**config.mk**
```make
export PLATFORM = sky130hd
export DESIGN_NAME = sleep_wake_control
export DESIGN_NICKNAME = d
export VERILOG_FILES = /design/src/core/swc_pkg.sv /design/src/core/sync_stage.sv /design/src/core/sleep_wake_control.sv
export SDC_FILE = /design/constraint.sdc
export NUM_CORES = 1
export LEC_CHECK = 0
export BUFFER_PORTS_ARGS = -buffer_cell sky130_fd_sc_hd__buf_2
export CORE_MARGIN = 2
export CORE_UTILIZATION = 35
export CTS_BUF_LIST = sky130_fd_sc_hd__clkbuf_8 sky130_fd_sc_hd__clkbuf_16
export DETAILED_ROUTE_END_ITERATION = 8
export PLACE_DENSITY_LB_ADDON = 0.15
export SLEW_MARGIN = 15
export SYNTH_ARGS = -nofsm -noshare
export SYNTH_HDL_FRONTEND = slang
export SYNTH_SLANG_ARGS = --single-unit
```
**constraint.sdc**
```tcl
create_clock -name aclk -period 2.23 [get_ports aclk]
set_input_delay 0.223 -clock aclk [delete_from_list [all_inputs] [get_ports aclk]]
set_output_delay 0.223 -clock aclk [all_outputs]
set_load 0.1 [all_outputs]
```
**src/core/swc_pkg.sv**
```systemverilog
package swc_pkg;
    // ---------------------------------------------
    // Register map
    // ---------------------------------------------
    localparam logic [7:0] ADDR_FLAGS = 8'h00;
    localparam logic [7:0] ADDR_ENABLE = 8'h04;
    localparam logic [7:0] ADDR_CTRL = 8'h08;
    localparam logic [7:0] ADDR_STATUS = 8'h0C;
    localparam int FLAG_DONE_BIT = 0;
    localparam int FLAG_COLL_BIT = 1;
    localparam int CTRL_PIN_EN_BIT = 0;
    localparam int CTRL_BOR_EN_BIT = 1;
    localparam int CTRL_WDT_LO = 2;
    localparam int CTRL_SWDT_BIT = 4;
    localparam int CTRL_CLK_LO = 5;
    localparam int CTRL_OST_EN_BIT = 7;
    localparam int STAT_PD_BIT = 0;
    localparam int STAT_TO_BIT = 1;
    localparam int STAT_STATE_LO = 2;
    localparam logic [1:0] FLAGS_RESET = 2'h0;
    localparam logic [1:0] ENABLE_RESET = 2'h0;
    localparam logic [7:0] CTRL_RESET = 8'h8F;
    localparam logic [1:0] RESP_OKAY = 2'h0;
    localparam logic [1:0] RESP_SLVERR = 2'h2;
    // ---------------------------------------------
    // Modes and timing
    // ---------------------------------------------
    localparam logic [1:0] WDT_ALWAYS = 2'h3;
    localparam logic [1:0] WDT_OFF_SLEEP = 2'h2;
    localparam logic [1:0] WDT_SOFT = 2'h1;
    localparam logic [1:0] CLK_INTERNAL = 2'h0;
    localparam int OST_TOSC = 1024;
    localparam int TOSC_NS = 20;
    localparam int CLK_NS = 20;
    localparam int OST_CYCLES = (OST_TOSC * TOSC_NS + CLK_NS - 1) / CLK_NS;
    localparam logic [15:0] ISR_VECTOR = 16'h0004;
    typedef enum logic [1:0] {ST_AWAKE, ST_SLEEP, ST_OST} power_state_type;
endpackage

```
**src/core/sync_stage.sv**
```systemverilog
`timescale 1ns/100ps
module sync_stage #(
    parameter int WIDTH = 1
) (
    // Clock
    input wire logic aclk,
    input wire logic aresetn,
    input wire logic clk_en,
    // Data
    input wire logic [WIDTH-1:0] async_in,
    output logic [WIDTH-1:0] sync_out
);
    logic [WIDTH-1:0] meta_r;

    always_ff @(posedge aclk)
    begin
        if (!aresetn)
        begin
            meta_r <= '0;
            sync_out <= '0;
        end
        else if (clk_en)
        begin
            meta_r <= async_in;
            sync_out <= meta_r;
        end
    end
endmodule

```
**src/core/sleep_wake_control.sv**
```systemverilog
// Our own choices: the AXI4-Lite register port and the register offsets.
`timescale 1ns/100ps
module sleep_wake_control #(
    parameter int WAKE_SRCS = 4
) (
    // Clock and reset
    input wire logic aclk,
    input wire logic aresetn,
    input wire logic clk_en,
    // Register bus
    input wire logic [7:0] s_axi_awaddr,
    input wire logic s_axi_awvalid,
    output logic s_axi_awready,
    input wire logic [31:0] s_axi_wdata,
    input wire logic [3:0] s_axi_wstrb,
    input wire logic s_axi_wvalid,
    output logic s_axi_wready,
    output logic [1:0] s_axi_bresp,
    output logic s_axi_bvalid,
    input wire logic s_axi_bready,
    input wire logic [7:0] s_axi_araddr,
    input wire logic s_axi_arvalid,
    output logic s_axi_arready,
    output logic [31:0] s_axi_rdata,
    output logic [1:0] s_axi_rresp,
    output logic s_axi_rvalid,
    input wire logic s_axi_rready,
    // CPU core
    input wire logic sleep_exec,
    input wire logic global_int_enable,
    output logic cpu_clk_en,
    output logic prefetch_next,
    output logic sleep_nop,
    output logic resume_exec,
    output logic isr_call,
    output logic [15:0] isr_vector,
    output logic device_reset,
    // Reset and wake sources
    input wire logic external_reset_pin_n,
    input wire logic brownout_reset,
    input wire logic power_on_reset,
    input wire logic watchdog_timeout,
    input wire logic [WAKE_SRCS-1:0] int_wake_req,
    // Serial port two events
    input wire logic port2_collision_set,
    input wire logic port2_done_set,
    // Watchdog and clocks
    output logic watchdog_clear,
    output logic watchdog_enable,
    output logic low_freq_internal_osc_run,
    output logic timer1_osc_run,
    output logic converter_rc_clock_run,
    output logic sense_osc_run,
    output logic io_hold,
    output logic power_down_flag,
    output logic timeout_flag
);
    // ---------------------------------------------
    // Pin synchronisers
    // ---------------------------------------------
    logic [3:0] pins_s;
    sync_stage #(.WIDTH(4)) u_sync (
        .aclk(aclk),
        .aresetn(aresetn),
        .clk_en(clk_en),
        .async_in({watchdog_timeout, power_on_reset, brownout_reset, ~external_reset_pin_n}),
        .sync_out(pins_s)
    );

    // ---------------------------------------------
    // State
    // ---------------------------------------------
    swc_pkg::power_state_type state_r, state_nxt;
    logic [1:0] flags_r, flags_nxt;
    logic [1:0] enable_r;
    logic [7:0] ctrl_r;
    logic pd_r, pd_nxt;
    logic to_r, to_nxt;
    logic [10:0] ost_cnt_r, ost_cnt_nxt;
    logic int_woke_r, int_woke_nxt;
    logic aw_got_r, w_got_r, bvalid_r, rvalid_r;
    logic [7:0] awaddr_r;
    logic [31:0] wdata_r, rdata_r;
    logic [3:0] wstrb_r;
    logic [1:0] bresp_r, rresp_r;
    logic clk_en_r, prefetch_r, nop_r, resume_r, isr_r, reset_r, wdt_clr_r;

    // ---------------------------------------------
    // Decode
    // ---------------------------------------------
    wire [1:0] wdt_mode = ctrl_r[swc_pkg::CTRL_WDT_LO +: 2];
    wire [1:0] clk_mode = ctrl_r[swc_pkg::CTRL_CLK_LO +: 2];
    wire asleep = (state_r == swc_pkg::ST_SLEEP);
    wire wdt_on = (wdt_mode == swc_pkg::WDT_ALWAYS)
        || ((wdt_mode == swc_pkg::WDT_OFF_SLEEP) && !asleep)
        || ((wdt_mode == swc_pkg::WDT_SOFT) && ctrl_r[swc_pkg::CTRL_SWDT_BIT]);
    wire pin_rst = pins_s[0] && ctrl_r[swc_pkg::CTRL_PIN_EN_BIT];
    wire bor_rst = pins_s[1] && ctrl_r[swc_pkg::CTRL_BOR_EN_BIT];
    wire por_rst = pins_s[2];
    wire wdt_evt = pins_s[3] && wdt_on;
    wire full_rst = pin_rst || bor_rst || por_rst;
    wire int_wake = (|int_wake_req) || (|(flags_r & enable_r));
    wire wake_int_or_wdt = int_wake || wdt_evt;
    wire ost_needed = (clk_mode != swc_pkg::CLK_INTERNAL)
        && ctrl_r[swc_pkg::CTRL_OST_EN_BIT];
    wire ost_done = (ost_cnt_r == 11'(swc_pkg::OST_CYCLES - 1));
    wire wr_fire = aw_got_r && w_got_r && !bvalid_r;
    wire wr_flags = wr_fire && (awaddr_r == swc_pkg::ADDR_FLAGS) && wstrb_r[0];
    wire wr_enable = wr_fire && (awaddr_r == swc_pkg::ADDR_ENABLE) && wstrb_r[0];
    wire wr_ctrl = wr_fire && (awaddr_r == swc_pkg::ADDR_CTRL) && wstrb_r[0];
    wire wr_hit = (awaddr_r == swc_pkg::ADDR_FLAGS) || (awaddr_r == swc_pkg::ADDR_ENABLE)
        || (awaddr_r == swc_pkg::ADDR_CTRL) || (awaddr_r == swc_pkg::ADDR_STATUS);
    wire rd_fire = s_axi_arvalid && s_axi_arready;
    wire [7:0] status_word = {4'h0, 2'(state_r), to_r, pd_r};
    wire rd_hit = (s_axi_araddr == swc_pkg::ADDR_FLAGS)
        || (s_axi_araddr == swc_pkg::ADDR_ENABLE)
        || (s_axi_araddr == swc_pkg::ADDR_CTRL)
        || (s_axi_araddr == swc_pkg::ADDR_STATUS);
    wire [7:0] rd_byte =
        (s_axi_araddr == swc_pkg::ADDR_FLAGS) ? {6'h00, flags_r} :
        (s_axi_araddr == swc_pkg::ADDR_ENABLE) ? {6'h00, enable_r} :
        (s_axi_araddr == swc_pkg::ADDR_CTRL) ? ctrl_r :
        (s_axi_araddr == swc_pkg::ADDR_STATUS) ? status_word : 8'h00;
    wire [1:0] hw_set = {port2_collision_set, port2_done_set};

    // ---------------------------------------------
    // Flag register, set wins over clear
    // ---------------------------------------------
    always_comb
    begin
        flags_nxt = flags_r;
        if (wr_flags)
        begin
            flags_nxt = wdata_r[1:0];
        end
        flags_nxt = flags_nxt | hw_set;
    end

    // ---------------------------------------------
    // Power sequencing
    // ---------------------------------------------
    logic enter_sleep, do_wake, do_reset;
    always_comb
    begin
        state_nxt = state_r;
        pd_nxt = pd_r;
        to_nxt = to_r;
        ost_cnt_nxt = ost_cnt_r;
        int_woke_nxt = int_woke_r;
        enter_sleep = 1'b0;
        do_wake = 1'b0;
        do_reset = 1'b0;
        if (full_rst)
        begin
            do_reset = 1'b1;
            state_nxt = swc_pkg::ST_AWAKE;
            pd_nxt = 1'b1;
            to_nxt = 1'b1;
        end
        else
        begin
            case (state_r)
                swc_pkg::ST_AWAKE:
                begin
                    if (wdt_evt)
                    begin
                        do_reset = 1'b1;
                        pd_nxt = 1'b1;
                        to_nxt = 1'b0;
                    end
                    else if (sleep_exec && !global_int_enable && int_wake)
                    begin
                        // Sleep becomes a no-operation; flags untouched
                        int_woke_nxt = 1'b0;
                    end
                    else if (sleep_exec)
                    begin
                        enter_sleep = 1'b1;
                        state_nxt = swc_pkg::ST_SLEEP;
                        pd_nxt = 1'b0;
                        to_nxt = 1'b1;
                    end
                end
                swc_pkg::ST_SLEEP:
                begin
                    if (wake_int_or_wdt)
                    begin
                        do_wake = 1'b1;
                        int_woke_nxt = int_wake;
                        if (wdt_evt && !int_wake)
                        begin
                            to_nxt = 1'b0;
                        end
                        ost_cnt_nxt = 11'h000;
                        state_nxt = ost_needed ? swc_pkg::ST_OST : swc_pkg::ST_AWAKE;
                    end
                end
                swc_pkg::ST_OST:
                begin
                    ost_cnt_nxt = ost_cnt_r + 11'h001;
                    if (ost_done)
                    begin
                        state_nxt = swc_pkg::ST_AWAKE;
                    end
                end
                default:
                begin
                    state_nxt = swc_pkg::ST_AWAKE;
                end
            endcase
        end
    end

    wire resume_now = (do_wake && !ost_needed)
        || ((state_r == swc_pkg::ST_OST) && ost_done && !full_rst);

    // ---------------------------------------------
    // Registers
    // ---------------------------------------------
    always_ff @(posedge aclk)
    begin
        if (!aresetn)
        begin
            state_r <= swc_pkg::ST_AWAKE;
            flags_r <= swc_pkg::FLAGS_RESET;
            enable_r <= swc_pkg::ENABLE_RESET;
            ctrl_r <= swc_pkg::CTRL_RESET;
            pd_r <= 1'b1;
            to_r <= 1'b1;
            ost_cnt_r <= 11'h000;
            int_woke_r <= 1'b0;
        end
        else if (clk_en)
        begin
            state_r <= state_nxt;
            flags_r <= flags_nxt;
            pd_r <= pd_nxt;
            to_r <= to_nxt;
            ost_cnt_r <= ost_cnt_nxt;
            int_woke_r <= int_woke_nxt;
            if (wr_enable)
            begin
                enable_r <= wdata_r[1:0];
            end
            if (wr_ctrl)
            begin
                ctrl_r <= wdata_r[7:0];
            end
        end
    end

    // ---------------------------------------------
    // CPU and watchdog outputs
    // ---------------------------------------------
    always_ff @(posedge aclk)
    begin
        if (!aresetn)
        begin
            clk_en_r <= 1'b1;
            prefetch_r <= 1'b0;
            nop_r <= 1'b0;
            resume_r <= 1'b0;
            isr_r <= 1'b0;
            reset_r <= 1'b0;
            wdt_clr_r <= 1'b1;
        end
        else if (clk_en)
        begin
            clk_en_r <= (state_nxt == swc_pkg::ST_AWAKE);
            prefetch_r <= enter_sleep;
            nop_r <= sleep_exec && !enter_sleep && (state_r == swc_pkg::ST_AWAKE);
            resume_r <= resume_now;
            isr_r <= resume_now && global_int_enable
                && (do_wake ? int_wake : int_woke_r);
            reset_r <= do_reset;
            // Cleared on entry, on wake and while start-up runs
            wdt_clr_r <= enter_sleep || do_wake || do_reset
                || (state_nxt == swc_pkg::ST_OST);
        end
    end

    assign cpu_clk_en = clk_en_r;
    assign prefetch_next = prefetch_r;
    assign sleep_nop = nop_r;
    assign resume_exec = resume_r;
    assign isr_call = isr_r;
    assign isr_vector = swc_pkg::ISR_VECTOR;
    assign device_reset = reset_r;
    assign watchdog_clear = wdt_clr_r;
    assign watchdog_enable = wdt_on;
    assign low_freq_internal_osc_run = 1'b1;
    assign timer1_osc_run = 1'b1;
    assign converter_rc_clock_run = 1'b1;
    assign sense_osc_run = 1'b1;
    assign io_hold = !clk_en_r;
    assign power_down_flag = pd_r;
    assign timeout_flag = to_r;

    // ---------------------------------------------
    // Register bus slave
    // ---------------------------------------------
    assign s_axi_awready = clk_en && !aw_got_r && !bvalid_r;
    assign s_axi_wready = clk_en && !w_got_r && !bvalid_r;
    assign s_axi_arready = clk_en && !rvalid_r;
    assign s_axi_bvalid = bvalid_r;
    assign s_axi_bresp = bresp_r;
    assign s_axi_rvalid = rvalid_r;
    assign s_axi_rdata = rdata_r;
    assign s_axi_rresp = rresp_r;

    always_ff @(posedge aclk)
    begin
        if (!aresetn)
        begin
            aw_got_r <= 1'b0;
            w_got_r <= 1'b0;
            bvalid_r <= 1'b0;
            awaddr_r <= 8'h00;
            wdata_r <= 32'h00000000;
            wstrb_r <= 4'h0;
            bresp_r <= swc_pkg::RESP_OKAY;
        end
        else if (clk_en)
        begin
            if (s_axi_awvalid && s_axi_awready)
            begin
                aw_got_r <= 1'b1;
                awaddr_r <= s_axi_awaddr;
            end
            if (s_axi_wvalid && s_axi_wready)
            begin
                w_got_r <= 1'b1;
                wdata_r <= s_axi_wdata;
                wstrb_r <= s_axi_wstrb;
            end
            if (wr_fire)
            begin
                aw_got_r <= 1'b0;
                w_got_r <= 1'b0;
                bvalid_r <= 1'b1;
                bresp_r <= wr_hit ? swc_pkg::RESP_OKAY : swc_pkg::RESP_SLVERR;
            end
            else if (bvalid_r && s_axi_bready)
            begin
                bvalid_r <= 1'b0;
            end
        end
    end

    always_ff @(posedge aclk)
    begin
        if (!aresetn)
        begin
            rvalid_r <= 1'b0;
            rdata_r <= 32'h00000000;
            rresp_r <= swc_pkg::RESP_OKAY;
        end
        else if (clk_en)
        begin
            if (rd_fire)
            begin
                rvalid_r <= 1'b1;
                rdata_r <= {24'h000000, rd_byte};
                rresp_r <= rd_hit ? swc_pkg::RESP_OKAY : swc_pkg::RESP_SLVERR;
            end
            else if (rvalid_r && s_axi_rready)
            begin
                rvalid_r <= 1'b0;
            end
        end
    end
endmodule

```
==> flow_summary.yaml <==
floorplan:
  rows: 37
  io_pins: 144
  start_util_pct: 35.88
  die_area_um2: 11370
  coreArea_um2: 10280
  die_h_um: 106.6
  die_w_um: 106.6
critical_path:
  startpoint: "state_r[0]$_SDFFE_PN0P_"
  slowest_delay_ps: 420
  cp-end-kind: "flip-flop"
  worst_path_max_delay_cell: "dfxtp_1"
  regToRegStartpoint: "state_r[0]$_SDFFE_PN0P_"
  critPathRequiredTime_ps: 2430
  setup.worst_path.start_class: "flip-flop"
  rrSetupSlack_ps: 240
  worstPathCellList: "ha_1 > o21ai_1 > o31a_1 > o41ai_2 > o221ai_1"
  worstSetupPathType: "flip-flop to flip-flop"
  crit_arrival_ps: 2190
  cp_max_fo: 8
global_route:
  grt.overflow.total: 0
  grt_pass1_wl_mm: 13.79
  grt_max_degree: 36
  use_met3_pct: 3.343
  met1_usage_pct: 18.82
  antenna_found_initial: 0
  top_usage_layer: "met2"
  grt_use_total_pct: 15.31
  use_met2_pct: 26.71
  grt_pass1_vias: 2809
status:
  status: "completed"
clocking:
  htree_levels: 3
  root_buffer: "clkbuf_8"
  clkTransAtPathRegs_ps: 80
  clock_sink_count: 74
  cts_setup_buffers: 0
  cts_hold_buffers: 0
  cts_resized: 0
  clockBufferDepth: 2
  tritoncts: "built"
  cts_buffers: 9
  clk_latency_ps: 350
yosys:
  synth_top_area_share_pct: 40.18
  ys_seq_elements: 74
  synth_top_flop_cell: "dfxtp_1"
  netlist_top_cells_count: "dfxtp_1, nand2_1, nor2_1, buf_4, a21oi_1"
  synth.avg_cell_area_um2: 8.800
  ys.warnings.count: 0
  synth_cell_types: 58
  yosys-top-cells-area: "dfxtp_1, buf_4, nand2_1, mux2i_1, nor2_1"
  synth_top_cell_by_area: "dfxtp_1"
  syn_area_um2: 3687
  synth.most_common_cell: "dfxtp_1"
  seq_area_frac_synth_pct: 40.18
  synth-edff-count: 0
  synthArstFlopShare_pct: 0
  syn_inst: 419
routing:
  routed_via_density: 4.641
  first_pass_iters: 4
  wl_per_cell_um: 13.19
  drc: 0
  vias: 2933
  wl_mm: 8.337
  drtIter0Drc: 92
  drtAntennaViolNets: 0
sta:
  fin_skew_ps: 11.99
  setup_viol: 0
  fin_crit_sh_pct: 89.26
  fin_crit_ps: 1991
  final_max_slew_viol_count: 0
  max_freq_mhz: 502.4
  worst_slack_ps: 239.4
  hold_viol: 0
  grt_setup_unrepaired: "no"
final_layout:
  final_cell_area_um2: 4248
  layout-drive-gt1-share_pct: 23.79
  fin_nets: 568
  num-fill-cells: 1086
  diodes: 0
  area_growth_syn_to_layout_pct: 15.20
pwr:
  p_switching_w: 0.001215
  internal_power_w: 0.002059
  p_leak_nw: 1.753
  vdd_ir_drop_max_mv: 0.3393
  p_per_area_nw_per_um2: 770.8
  p_seq_share_pct: 42.7
  switching_share_pct: 37.10
  combPwrFrac_pct: 23.6
  clkPwrFrac_pct: 33.7
hold_path:
  hp-start: "external_reset_pin_n"
  hp-class: "input port to flip-flop"
place:
  place_area_um2: 4036
  dp_slack_ps: 241.2
  hpwl_mm: 6.275
  globalplace.congestion: 0.7859
  numPortBuffers: 70
run:
  maxCapViolations: 0
area by class of cell:
class / count / area [um^2] / share of cell area [%]
inverters: 8 / 30.03 / 0.7069
well taps: 136 / 170.2 / 4.006
clock inverters: 6 / 73.82 / 1.738
clock buffers: 10 / 137.6 / 3.240
flip-flops and latches: 74 / 1481 / 34.87
repair buffers: 81 / 445.4 / 10.49
multi-input cells: 317 / 1909 / 44.95
sequential cells by signal, indices dropped and copies added, names as in the netlist, 2 cells and up:
name             flops
enable_r             2
flags_r              2
ctrl_r               8
state_r              2
awaddr_r             8
ost_cnt_r           11
u_sync.meta_r        4
s_axi_rdata          8
u_sync.sync_out      4
wdata_r              8
layer usage:
layer	wire length, um	part of all wire [%]	vias to the layer above
met3	339	4.1	11
met5	0	0	-
li1	-	-	1505
met1	3737	45	1353
met4	109	1.3	0
met2	4150	50	64
worst max-delay path, delay by kind of cell (launching register included):
family	cells	cell delay, ps
flip-flops	1	420
AO/OA/AOI/OAI	4	1080
adder cells (fa/ha/maj)	1	350
power by group through the flow:
stage / logic (W) / registers, W / clock network [W]
after global placement: 0.000771 / 0.00143 / 0
after CTS: 0.000775 / 0.00140 / 0.00115
after global routing: 0.000818 / 0.00140 / 0.00120
after floorplan: 0.000633 / 0.00150 / 0
final: 0.000773 / 0.00140 / 0.00110
after detailed placement: 0.000773 / 0.00143 / 0
cells by family after synthesis:
family / Yosys count / synth area share, %
AOI/OAI and AO/OA: 77 / 14.69
DFF: 74 / 40.18
and+or+nand+nor: 157 / 21.34
xor gates and xnor gates: 10 / 2.375
buffers and inverters: 72 / 12.86
adders and majority gates: 5 / 1.697
other: 2 / 0.2037
muxes: 22 / 6.651
layout by cell type, fill, tap and decap left out, drive strengths merged, types with 3 or more instances in the layout:
cell | netlist | layout
a22oi | 7 | 7
o21ai | 8 | 8
o211a | 3 | 3
inv | 8 | 10
ha | 5 | 5
nand2 | 62 | 62
nor3 | 8 | 8
nand3 | 10 | 10
conb | 2 | 46
a21oi | 32 | 32
nor2 | 47 | 47
nor4 | 8 | 8
o21a | 3 | 3
mux2i | 20 | 20
clkbuf | 14 | 10
o31ai | 3 | 3
o211ai | 4 | 4
dfxtp | 74 | 74
xnor2 | 10 | 10
nor3b | 4 | 4
buf | 50 | 81
worst paths after layout:
path,endpoint,cells after the start
setup / recovery,cpu_clk_en$_SDFFE_PN1P_,5
hold / removal,u_sync.meta_r[0]$_SDFFE_PN0P_,2
setup reg to reg,cpu_clk_en$_SDFFE_PN1P_,5
hold reg to reg,wdata_r[2]$_SDFFE_PN0P_,2
stage by stage:
step                TNS (ps)  power, W  hold WS, ps  instances  utilization, %
global route               0  0.003423        52.17        632           41.33
floorplan              -5875  0.002137        322.0        463               -
global placement           0  0.002200        415.7        616           39.27
CTS                        0  0.003319        39.51        632           41.33
finish                     0  0.003274        57.92        632           41.33
detailed placement         0  0.002203        418.2        616           39.27
No activity file was read; power rests on OpenSTA's default activity.
